$ cat config.mk
export PLATFORM = sky130hd
export DESIGN_NAME = rcfe_core
export DESIGN_NICKNAME = d
export VERILOG_FILES = /design/src/hdl/rcfe_core.v /design/src/hdl/rcfe_dmem.v /design/src/hdl/rcfe_alu.v
export VERILOG_INCLUDE_DIRS = /design/src /design/src/pkg
export SDC_FILE = /design/constraint.sdc
export NUM_CORES = 2
export LEC_CHECK = 0
export BUFFER_PORTS_ARGS = -buffer_cell sky130_fd_sc_hd__buf_4
export CORE_MARGIN = 2
export CORE_UTILIZATION = 30
export DETAILED_ROUTE_END_ITERATION = 8
export PLACE_DENSITY = 0.41
export SYNTH_ARGS = -nofsm -noshare
export SYNTH_HDL_FRONTEND = slang
export SYNTH_SLANG_ARGS = --single-unit
$ cat constraint.sdc
create_clock -name mclk -period 4.4 [get_ports mclk]
set_input_delay 0.88 -clock mclk [delete_from_list [all_inputs] [get_ports mclk]]
set_output_delay 0.88 -clock mclk [all_outputs]
set_load 0.05 [all_outputs]
$ cat src/pkg/rcfe_consts.vh
`ifndef RCFE_CONSTS_VH
`define RCFE_CONSTS_VH

// Widths
`define RCFE_PC_W 11
`define RCFE_IW 16
`define RCFE_DW 8
`define RCFE_DA_W 8
`define RCFE_DM_DEPTH 256
`define RCFE_SP_W 3
`define RCFE_STK_D 8
`define RCFE_RA_W 3

// Reset values and increments
`define RCFE_PC_RST 11'h000
`define RCFE_PC_ONE 11'h001
`define RCFE_SP_ONE 3'h1
`define RCFE_DIV_ONE 2'h1
`define RCFE_NOP 16'h0000
`define RCFE_BYTE0 8'h00

// Clock select and step dividers
`define RCFE_CLK_INT 8'h04
`define RCFE_CLKSEL_RST 8'h04
`define RCFE_DIV_FAST 2'h0
`define RCFE_DIV_SLOW 2'h3

// Register port offsets
`define RCFE_RA_CLKSEL 3'h0
`define RCFE_RA_STATUS 3'h1
`define RCFE_RA_PCLO 3'h2
`define RCFE_RA_PCHI 3'h3
`define RCFE_RA_WORK 3'h4
`define RCFE_RA_PTR 3'h5

// Data space addresses handled by the core
`define RCFE_DA_DEREF 8'h00
`define RCFE_DA_STATUS 8'h03
`define RCFE_DA_PTR 8'h04

// Status bit positions
`define RCFE_ST_C 0
`define RCFE_ST_NIB 1
`define RCFE_ST_Z 2
`define RCFE_ST_SLP 3
`define RCFE_ST_WDX 4

// Instruction fields
`define RCFE_OP_HI 15
`define RCFE_OP_LO 11
`define RCFE_DEST_BIT 10
`define RCFE_FLD_HI 7
`define RCFE_NIB_HI 3

// Opcodes
`define RCFE_OP_NOP 5'h00
`define RCFE_OP_MOVLW 5'h01
`define RCFE_OP_MOVWF 5'h02
`define RCFE_OP_MOVFW 5'h03
`define RCFE_OP_ADDWF 5'h04
`define RCFE_OP_SUBWF 5'h05
`define RCFE_OP_ANDWF 5'h06
`define RCFE_OP_IORWF 5'h07
`define RCFE_OP_XORWF 5'h08
`define RCFE_OP_INCF 5'h09
`define RCFE_OP_DECF 5'h0a
`define RCFE_OP_CLRF 5'h0b
`define RCFE_OP_ADDLW 5'h0c
`define RCFE_OP_ANDLW 5'h0d
`define RCFE_OP_RET 5'h0e
`define RCFE_OP_SLEEP 5'h0f
`define RCFE_OP_CLRWDT 5'h10
`define RCFE_OP_CALL 5'h11
`define RCFE_OP_GOTO 5'h12

// ALU operations
`define RCFE_ALU_PASSA 4'h0
`define RCFE_ALU_PASSB 4'h1
`define RCFE_ALU_ADD 4'h2
`define RCFE_ALU_SUB 4'h3
`define RCFE_ALU_AND 4'h4
`define RCFE_ALU_OR 4'h5
`define RCFE_ALU_XOR 4'h6
`define RCFE_ALU_INC 4'h7
`define RCFE_ALU_DEC 4'h8
`define RCFE_ALU_CLR 4'h9

`endif

$ cat src/hdl/rcfe_core.v
`timescale 1ns/1ps
`include "rcfe_consts.vh"

// Overview of operation
// - 11-bit counter presents address, then increments
// - Call pushes return address onto stack
// - Return pops stack back into counter
// - 16-bit word latched into instruction register
// - 8-bit address field selects data byte
// - 8-bit literal feeds ALU with working register
// - Control picks literal load or memory operation
// - Decoder drives register and ALU controls
// - Deref port accesses byte named by pointer
// - Working register buffers operands and results
// - ALU updates nibble, carry, zero; sleep and watchdog bits set by instructions and events
// - Program bus 11-bit address, 16-bit data
// - Data memory 256 bytes, 8-bit buses
// - Four steps per cycle, one per clock at select 04h
// - Select 04h runs internal clock, no divide; other values divide four
// - Steps fetch, decode, execute, write back
// - Call, jump, return take two cycles
module rcfe_core (
    // Clock and reset
    input wire mclk,
    input wire srst,
    // Program memory
    output wire [`RCFE_PC_W-1:0] pm_addr,
    output wire pm_rd,
    input wire [`RCFE_IW-1:0] pm_data,
    // Register port
    input wire [`RCFE_RA_W-1:0] reg_addr,
    input wire [`RCFE_DW-1:0] reg_wdata,
    input wire reg_wr,
    input wire reg_rd,
    output wire [`RCFE_DW-1:0] reg_rdata,
    // System events
    input wire wdt_expired,
    input wire wake_req,
    output wire sleeping
);

    // Step states
    localparam ST_FETCH = 4'b0001;
    localparam ST_DEC = 4'b0010;
    localparam ST_EXE = 4'b0100;
    localparam ST_WB = 4'b1000;

    reg [3:0] step_reg;
    reg [1:0] div_reg;
    reg [`RCFE_PC_W-1:0] pc_reg;
    reg [`RCFE_PC_W-1:0] pm_addr_reg;
    reg pm_rd_reg;
    reg [`RCFE_IW-1:0] ir_reg;
    reg [`RCFE_DW-1:0] w_reg;
    reg [`RCFE_DW-1:0] ptr_reg;
    reg [`RCFE_DW-1:0] res_reg;
    reg [`RCFE_DA_W-1:0] ea_reg;
    reg [`RCFE_DW-1:0] clksel_reg;
    reg [`RCFE_DW-1:0] rdata_reg;
    reg carry_reg;
    reg nibble_overflow_bit;
    reg zero_reg;
    reg sleep_entry_bit;
    reg watchdog_expiry_bit;
    reg halt_reg;
    reg flush_reg;
    reg [`RCFE_SP_W-1:0] sp_reg;
    reg [`RCFE_PC_W-1:0] stack_mem [0:`RCFE_STK_D-1];

    // Effective data address, deref port goes through the pointer
    function [`RCFE_DA_W-1:0] eff_addr;
        input [`RCFE_DA_W-1:0] adr;
        input [`RCFE_DA_W-1:0] ptr;
        begin
            eff_addr = (adr == `RCFE_DA_DEREF) ? ptr : adr;
        end
    endfunction

    // Instruction fields
    wire [4:0] op = ir_reg[`RCFE_OP_HI:`RCFE_OP_LO];
    wire dest_f = ir_reg[`RCFE_DEST_BIT];
    wire [`RCFE_DW-1:0] lit = ir_reg[`RCFE_FLD_HI:0];
    wire [`RCFE_DA_W-1:0] dadr = ir_reg[`RCFE_FLD_HI:0];
    wire [`RCFE_PC_W-1:0] target = ir_reg[`RCFE_PC_W-1:0];
    wire [`RCFE_SP_W-1:0] sp_dec = sp_reg - `RCFE_SP_ONE;

    // Step pacing from clock select
    wire [1:0] div_max = (clksel_reg == `RCFE_CLK_INT) ? `RCFE_DIV_FAST : `RCFE_DIV_SLOW;
    wire tick = (div_reg >= div_max) & ~halt_reg;

    // Status byte view
    reg [`RCFE_DW-1:0] st_byte;
    always @* begin
        st_byte = `RCFE_BYTE0;
        st_byte[`RCFE_ST_C] = carry_reg;
        st_byte[`RCFE_ST_NIB] = nibble_overflow_bit;
        st_byte[`RCFE_ST_Z] = zero_reg;
        st_byte[`RCFE_ST_SLP] = sleep_entry_bit;
        st_byte[`RCFE_ST_WDX] = watchdog_expiry_bit;
    end

    // Instruction decoder
    reg [3:0] alu_op;
    reg use_lit;
    reg fop;
    reg wr_w;
    reg wr_f;
    reg upd_c;
    reg upd_z;
    reg is_call;
    reg is_goto;
    reg is_ret;
    reg is_sleep;
    reg is_clrwdt;
    always @* begin
        alu_op = `RCFE_ALU_PASSA;
        use_lit = 1'b0;
        fop = 1'b0;
        wr_w = 1'b0;
        wr_f = 1'b0;
        upd_c = 1'b0;
        upd_z = 1'b0;
        is_call = 1'b0;
        is_goto = 1'b0;
        is_ret = 1'b0;
        is_sleep = 1'b0;
        is_clrwdt = 1'b0;
        case (op)
            `RCFE_OP_MOVLW: begin
                use_lit = 1'b1;
                wr_w = 1'b1;
            end
            `RCFE_OP_MOVWF: begin
                alu_op = `RCFE_ALU_PASSB;
                wr_f = 1'b1;
            end
            `RCFE_OP_MOVFW: begin
                wr_w = 1'b1;
                upd_z = 1'b1;
            end
            `RCFE_OP_ADDWF: begin
                alu_op = `RCFE_ALU_ADD;
                fop = 1'b1;
                upd_c = 1'b1;
                upd_z = 1'b1;
            end
            `RCFE_OP_SUBWF: begin
                alu_op = `RCFE_ALU_SUB;
                fop = 1'b1;
                upd_c = 1'b1;
                upd_z = 1'b1;
            end
            `RCFE_OP_ANDWF: begin
                alu_op = `RCFE_ALU_AND;
                fop = 1'b1;
                upd_z = 1'b1;
            end
            `RCFE_OP_IORWF: begin
                alu_op = `RCFE_ALU_OR;
                fop = 1'b1;
                upd_z = 1'b1;
            end
            `RCFE_OP_XORWF: begin
                alu_op = `RCFE_ALU_XOR;
                fop = 1'b1;
                upd_z = 1'b1;
            end
            `RCFE_OP_INCF: begin
                alu_op = `RCFE_ALU_INC;
                fop = 1'b1;
                upd_z = 1'b1;
            end
            `RCFE_OP_DECF: begin
                alu_op = `RCFE_ALU_DEC;
                fop = 1'b1;
                upd_z = 1'b1;
            end
            `RCFE_OP_CLRF: begin
                alu_op = `RCFE_ALU_CLR;
                wr_f = 1'b1;
                upd_z = 1'b1;
            end
            `RCFE_OP_ADDLW: begin
                alu_op = `RCFE_ALU_ADD;
                use_lit = 1'b1;
                wr_w = 1'b1;
                upd_c = 1'b1;
                upd_z = 1'b1;
            end
            `RCFE_OP_ANDLW: begin
                alu_op = `RCFE_ALU_AND;
                use_lit = 1'b1;
                wr_w = 1'b1;
                upd_z = 1'b1;
            end
            `RCFE_OP_RET: is_ret = 1'b1;
            `RCFE_OP_SLEEP: is_sleep = 1'b1;
            `RCFE_OP_CLRWDT: is_clrwdt = 1'b1;
            `RCFE_OP_CALL: is_call = 1'b1;
            `RCFE_OP_GOTO: is_goto = 1'b1;
            default: alu_op = `RCFE_ALU_PASSA;
        endcase
        // Destination bit steers file operations
        if (fop) begin
            wr_w = ~dest_f;
            wr_f = dest_f;
        end
    end

    // Operand source: pointer, status or data memory
    wire [`RCFE_DW-1:0] dm_rdata;
    reg [`RCFE_DW-1:0] opnd;
    always @* begin
        if (dadr == `RCFE_DA_PTR) begin
            opnd = ptr_reg;
        end else if (dadr == `RCFE_DA_STATUS) begin
            opnd = st_byte;
        end else begin
            opnd = dm_rdata;
        end
    end

    // ALU with working register as second operand
    wire [`RCFE_DW-1:0] alu_res;
    wire alu_c;
    wire alu_nib;
    wire alu_z;
    rcfe_alu u_alu (
        .op(alu_op),
        .a(use_lit ? lit : opnd),
        .b(w_reg),
        .res(alu_res),
        .carry(alu_c),
        .nib(alu_nib),
        .zero(alu_z)
    );

    // Data memory, read issued in decode, written in write back
    wire wb_tick = tick & (step_reg == ST_WB);
    wire core_reg = (dadr == `RCFE_DA_PTR) | (dadr == `RCFE_DA_STATUS);
    wire dm_we = wb_tick & wr_f & ~core_reg;
    rcfe_dmem u_dmem (
        .mclk(mclk),
        .we(dm_we),
        .waddr(ea_reg),
        .wdata(res_reg),
        .raddr(eff_addr(pm_data[`RCFE_FLD_HI:0], ptr_reg)),
        .rdata(dm_rdata)
    );

    // Return address stack storage
    always @(posedge mclk) begin
        if (wb_tick && !flush_reg && is_call) begin
            stack_mem[sp_reg] <= pc_reg;
        end
    end

    // Step sequencer and core state
    always @(posedge mclk) begin
        if (srst) begin
            step_reg <= ST_FETCH;
            div_reg <= 2'h0;
            pc_reg <= `RCFE_PC_RST;
            pm_addr_reg <= `RCFE_PC_RST;
            pm_rd_reg <= 1'b0;
            ir_reg <= `RCFE_NOP;
            w_reg <= `RCFE_BYTE0;
            ptr_reg <= `RCFE_BYTE0;
            res_reg <= `RCFE_BYTE0;
            ea_reg <= `RCFE_BYTE0;
            carry_reg <= 1'b0;
            nibble_overflow_bit <= 1'b0;
            zero_reg <= 1'b0;
            sleep_entry_bit <= 1'b0;
            watchdog_expiry_bit <= 1'b0;
            halt_reg <= 1'b0;
            flush_reg <= 1'b0;
            sp_reg <= {`RCFE_SP_W{1'b0}};
        end else begin
            pm_rd_reg <= 1'b0;
            if (tick) begin
                div_reg <= 2'h0;
            end else begin
                div_reg <= div_reg + `RCFE_DIV_ONE;
            end
            if (tick) begin
                case (step_reg)
                    ST_FETCH: begin
                        step_reg <= ST_DEC;
                        if (!flush_reg) begin
                            pm_addr_reg <= pc_reg;
                            pm_rd_reg <= 1'b1;
                            pc_reg <= pc_reg + `RCFE_PC_ONE;
                        end
                    end
                    ST_DEC: begin
                        step_reg <= ST_EXE;
                        // Dummy second cycle of a jump runs as no operation
                        ir_reg <= flush_reg ? `RCFE_NOP : pm_data;
                        ea_reg <= eff_addr(pm_data[`RCFE_FLD_HI:0], ptr_reg);
                    end
                    ST_EXE: begin
                        step_reg <= ST_WB;
                        res_reg <= alu_res;
                        if (upd_c) begin
                            carry_reg <= alu_c;
                            nibble_overflow_bit <= alu_nib;
                        end
                        if (upd_z) begin
                            zero_reg <= alu_z;
                        end
                    end
                    ST_WB: begin
                        step_reg <= ST_FETCH;
                        if (wr_w) begin
                            w_reg <= res_reg;
                        end
                        if (wr_f && dadr == `RCFE_DA_PTR) begin
                            ptr_reg <= res_reg;
                        end
                        if (wr_f && dadr == `RCFE_DA_STATUS) begin
                            carry_reg <= res_reg[`RCFE_ST_C];
                            nibble_overflow_bit <= res_reg[`RCFE_ST_NIB];
                            zero_reg <= res_reg[`RCFE_ST_Z];
                        end
                        if (flush_reg) begin
                            flush_reg <= 1'b0;
                        end else if (is_call) begin
                            sp_reg <= sp_reg + `RCFE_SP_ONE;
                            pc_reg <= target;
                            flush_reg <= 1'b1;
                        end else if (is_goto) begin
                            pc_reg <= target;
                            flush_reg <= 1'b1;
                        end else if (is_ret) begin
                            sp_reg <= sp_dec;
                            pc_reg <= stack_mem[sp_dec];
                            flush_reg <= 1'b1;
                        end
                        if (is_clrwdt) begin
                            sleep_entry_bit <= 1'b0;
                            watchdog_expiry_bit <= 1'b0;
                        end
                        if (is_sleep) begin
                            sleep_entry_bit <= 1'b1;
                            watchdog_expiry_bit <= 1'b0;
                            halt_reg <= 1'b1;
                        end
                    end
                    default: step_reg <= ST_FETCH;
                endcase
            end
            // Wake from sleep on request or watchdog
            if (halt_reg && (wake_req || wdt_expired)) begin
                halt_reg <= 1'b0;
            end
            // Expiry sets after any clear so it is never lost
            if (wdt_expired) begin
                watchdog_expiry_bit <= 1'b1;
            end
        end
    end

    // Register port write
    always @(posedge mclk) begin
        if (srst) begin
            clksel_reg <= `RCFE_CLKSEL_RST;
        end else if (reg_wr && reg_addr == `RCFE_RA_CLKSEL) begin
            clksel_reg <= reg_wdata;
        end
    end

    // Register port read, data valid one cycle after strobe
    always @(posedge mclk) begin
        if (srst) begin
            rdata_reg <= `RCFE_BYTE0;
        end else if (!reg_rd) begin
            rdata_reg <= `RCFE_BYTE0;
        end else if (reg_addr == `RCFE_RA_CLKSEL) begin
            rdata_reg <= clksel_reg;
        end else if (reg_addr == `RCFE_RA_STATUS) begin
            rdata_reg <= st_byte;
        end else if (reg_addr == `RCFE_RA_PCLO) begin
            rdata_reg <= pc_reg[`RCFE_DW-1:0];
        end else if (reg_addr == `RCFE_RA_PCHI) begin
            rdata_reg <= {{(2*`RCFE_DW-`RCFE_PC_W){1'b0}}, pc_reg[`RCFE_PC_W-1:`RCFE_DW]};
        end else if (reg_addr == `RCFE_RA_WORK) begin
            rdata_reg <= w_reg;
        end else if (reg_addr == `RCFE_RA_PTR) begin
            rdata_reg <= ptr_reg;
        end else begin
            rdata_reg <= `RCFE_BYTE0;
        end
    end

    // Outputs from flops
    assign pm_addr = pm_addr_reg;
    assign pm_rd = pm_rd_reg;
    assign reg_rdata = rdata_reg;
    assign sleeping = halt_reg;

endmodule // rcfe_core

$ cat src/hdl/rcfe_dmem.v
`timescale 1ns/1ps
`include "rcfe_consts.vh"

module rcfe_dmem (
    // Clock
    input wire mclk,
    // Write side
    input wire we,
    input wire [`RCFE_DA_W-1:0] waddr,
    input wire [`RCFE_DW-1:0] wdata,
    // Read side
    input wire [`RCFE_DA_W-1:0] raddr,
    output reg [`RCFE_DW-1:0] rdata
);

    reg [`RCFE_DW-1:0] mem [0:`RCFE_DM_DEPTH-1];

    // Byte store with registered read
    always @(posedge mclk) begin
        if (we) begin
            mem[waddr] <= wdata;
        end
        rdata <= mem[raddr];
    end

endmodule // rcfe_dmem

$ cat src/hdl/rcfe_alu.v
`timescale 1ns/1ps
`include "rcfe_consts.vh"

module rcfe_alu (
    // Operation and operands
    input wire [3:0] op,
    input wire [`RCFE_DW-1:0] a,
    input wire [`RCFE_DW-1:0] b,
    // Result and flags
    output reg [`RCFE_DW-1:0] res,
    output reg carry,
    output reg nib,
    output wire zero
);

    // Full and nibble sums and differences
    wire [`RCFE_DW:0] sum = {1'b0, a} + {1'b0, b};
    wire [`RCFE_DW:0] dif = {1'b0, a} - {1'b0, b};
    wire [4:0] nsum = {1'b0, a[`RCFE_NIB_HI:0]} + {1'b0, b[`RCFE_NIB_HI:0]};
    wire [4:0] ndif = {1'b0, a[`RCFE_NIB_HI:0]} - {1'b0, b[`RCFE_NIB_HI:0]};

    // Operation select
    always @* begin
        res = a;
        carry = 1'b0;
        nib = 1'b0;
        case (op)
            `RCFE_ALU_PASSB: res = b;
            `RCFE_ALU_ADD: begin
                res = sum[`RCFE_DW-1:0];
                carry = sum[`RCFE_DW];
                nib = nsum[4];
            end
            `RCFE_ALU_SUB: begin
                res = dif[`RCFE_DW-1:0];
                carry = ~dif[`RCFE_DW]; // No borrow
                nib = ~ndif[4];
            end
            `RCFE_ALU_AND: res = a & b;
            `RCFE_ALU_OR: res = a | b;
            `RCFE_ALU_XOR: res = a ^ b;
            `RCFE_ALU_INC: res = a + `RCFE_DW'h01;
            `RCFE_ALU_DEC: res = a - `RCFE_DW'h01;
            `RCFE_ALU_CLR: res = `RCFE_BYTE0;
            default: res = a;
        endcase
    end

    assign zero = (res == `RCFE_BYTE0);

endmodule // rcfe_alu

==> impl_results.md <==
* Status: complete, no violations
* Residual DRC count at 0
* Layout fillers at 29300
* CP required at 5.16 ns
* Vias/cell at about 5
* Die area at 311000 µm²
* Logic pwr share at approximately 7.0%
* Net Sw Power at 10900 µW
* Clk pwr share at 43.1%
* CTS sink cnt at 2247
* Slew Limit Fails at 0
* Clock-pin slew on the worst setup and hold paths at 0.06 ns
* Fmax at 0.232 GHz
* Setup crit end kind: flop
* Routed WL per cell at approximately 27 µm
* Congestion Overflow GR at 0
* # Post-CTS Setup Buffers at 0
* Sw Share at 23.3%
* Synth Net Count at 6272
* Pleak at between 0.03 and 0.04 µW
* Placed cell count at 10700
* CTS buffer count at around 250
* Endpoints failing hold at 0
* Fin area at 111000 µm²
* Die width at 557 µm
* Die height at 557 µm
* Detailed Route WL at 306 mm
* Final setup viols at 0
* Measured slew at the worst slew-check pin at 1.30 ns
* First-pass GRT wire length at 433 mm
* Layout area overhead at 20.4%
* Number of synthesized flops with an enable pin at 2136
* Internal Pwr Total at between 30000 and 40000 µW
* Clock tree from TritonCTS: done
* 1st-pass router iterations at 6
* Seq/Total Area, Yosys at 72.3%
* Vias at 56900
* Ys async rst share at 0%
* Area of placed instances at ~100000 µm²
* Ports at 54
* Crit-path max cell delay at 0.83 ns
* Post-synthesis average cell area at 14.8 µm²
* Netlist cell types at 91
* Share of cells above drive strength 1 at 22.0%
* Antenna Violating Nets Remaining at 0
* Largest register FFs at 2048
* Synth area leader: edfxtp_1
* Top post-synthesis cells by area: edfxtp_1 (70%), mux4_2 (4.6%), nand2_1 (3.8%)
* Core Region at 305000 µm²
* Commonest cells in the netlist: edfxtp_1 (2136), nand2_1 (929), nand3_1 (435)
* Layout Cells excl Fill at 11200
* Gate Count Post-Synth at 6200
* GPL Wtd Cong at 0.869
* Reg power frac at 49.8%
* CP startpoint kind: input pin
* Headroom to the max-slew limit at 13.2%
* Period utilization at between 90% and 100%
* Worst Path Arrival at 5.07 ns
* Initial Util at 30.1%
* Worst-Skew Late Latency at around 0.95 ns
* Finished Core Util at between 30% and 40%
* RSZ-0062 raised after global routing: no
* Pwr per Cell Area at 424 nW/µm²
* Number of port buffers at 53
* Crit path kind: in -> reg
* Fin nets at 6962
* Peak VDD IR at 0.305 mV
* Detailed-placement wirelength estimate at 199 mm
* H-tree levels at 4
* Hold Crit Class: in -> reg
* Drt first-iter violations at 5319
* Clock Path Buffers at 4
* Most numerous cell in the Yosys netlist: edfxtp_1
* Worst path cell trace: buf_4 > nor4_4 > buf_12 > buf_4 > a41o_4 > buf_12 > mux4_2 > a22o_1 > a21oi_1 > buf_4 > nand4_1 > nor4_1 > buf_4 > nor4_1
* Vias in the first global route at 56400
* Initial antenna violation count at 10
* Post-synth top flop: edfxtp_1
* Yosys top cell area share at between 60% and 70%
* Total GRT Usage at between 10% and 20%
* Slowest CP cell: nor4_1
* Final setup TNS at 0 ns
* Hold buffers post-CTS at 0
* Placement row count at 203
* Syn. warnings at 0
* Synth Register Bits at approximately 2200
* Largest net degree at the start of global routing at 121
* Crit-path max FO at 26
* CP dominant cell by count: buf_4
* Max-Cap Viols at 0
* Post-synthesis cell area at 91800 µm²
* Root buf cell: clkbuf_16
* Crit path time final at 4.31 ns
* Clk_skew at 0.0853 ns
cells by family after synthesis:
kind of cell / Yosys count / synth area share, %
mux: 471 / 7.78
buf+inv: 554 / 2.87
fa+ha+maj: 39 / 0.556
simple gates: 1985 / 9.50
compound gates: 897 / 6.97
xor+xnor: 7 / 0.0668
flops: 2247 / 72.3
repair_timing:
action	in CTS	in global routing
gates resized for setup	0	16
endpoints found under the hold margin	0	0
setup endpoints to repair	0	30
worst max-delay path: cells and delay by family:
family,cells,cell delay (ns)
AND/OR/NAND/NOR,4,1.45
buffers and inverters,6,1.28
AO/OA/AOI/OAI,3,1.04
multiplexers,1,0.34
power by group through the flow:
stage / sequential [µW] / clock (µW) / combinational (µW)
after global placement: 23800 / 0 / 3290
final: 23400 / 20200 / 3300
after CTS: 23400 / 20700 / 3300
after detailed placement: 23800 / 0 / 3290
after floorplan: 23800 / 0 / 1680
after global routing: 23400 / 21500 / 3510
cells in the final DEF (no fill, tap or decap), types with 52 or more instances in the layout:
master	netlist	layout
buf_4	16	764
clkbuf_16	0	250
nor2_1	379	371
a311oi_1	59	59
dfxtp_1	111	103
mux2i_1	214	214
o22ai_1	70	70
inv_1	139	139
nand2_1	929	920
edfxtp_1	2136	2136
a211oi_1	235	234
a21oi_1	126	124
a31oi_1	86	85
buf_12	8	91
nand3_1	435	426
mux2_2	69	69
clkinv_1	0	66
mux4_2	187	187
o21ai_0	52	52
metrics by stage:
step	power [µW]	setup slack, ns	hold slack (ns)
floorplan	25500	0.0907	0.432
global placement	27100	-0.893	0.440
detailed placement	27100	-0.881	0.450
CTS	47400	0.0662	0.108
global route	48400	0.00137	0.144
finish	46900	0.0893	0.189
worst paths after layout:
check                                   start                               end  slack (ns)  cells past startpoint
min                                pm_data[9]            ir_reg[9]$_SDFFE_PP0P_        0.19                      2
max reg2reg            ir_reg[1]$_SDFFE_PP0P_             zero_reg$_SDFFE_PP0P_        0.18                     16
max                                pm_data[4]           u_dmem.rdata[0]$_DFF_P_        0.09                     14
min reg2reg  nibble_overflow_bit$_SDFFE_PP0P_  nibble_overflow_bit$_SDFFE_PP0P_        0.46                      2
layer usage:
metal | vias to the layer above | track usage (%) | share of wire, %
met5 | - | 0 | 0
met4 | 0 | 4.52 | 2.3
met3 | 356 | 2.59 | 5.2
met2 | 1624 | 31.2 | 47
met1 | 29600 | 27.5 | 46
li1 | 25300 | - | -
area by class of cell:
class | count | area [µm²] | share of cell area [%]
flip-flops and latches | 2247 | 66400 | 60.0
multi-input cells | 3399 | 23200 | 21.0
repair buffers | 855 | 7560 | 6.83
clock buffers | 306 | 6550 | 5.92
well taps | 4100 | 5130 | 4.64
clock inverters | 148 | 1250 | 1.13
inverters | 139 | 522 | 0.472
diodes | 1 | 2.50 | 0.00226
Note: power is estimated with default switching activity, not from simulation.
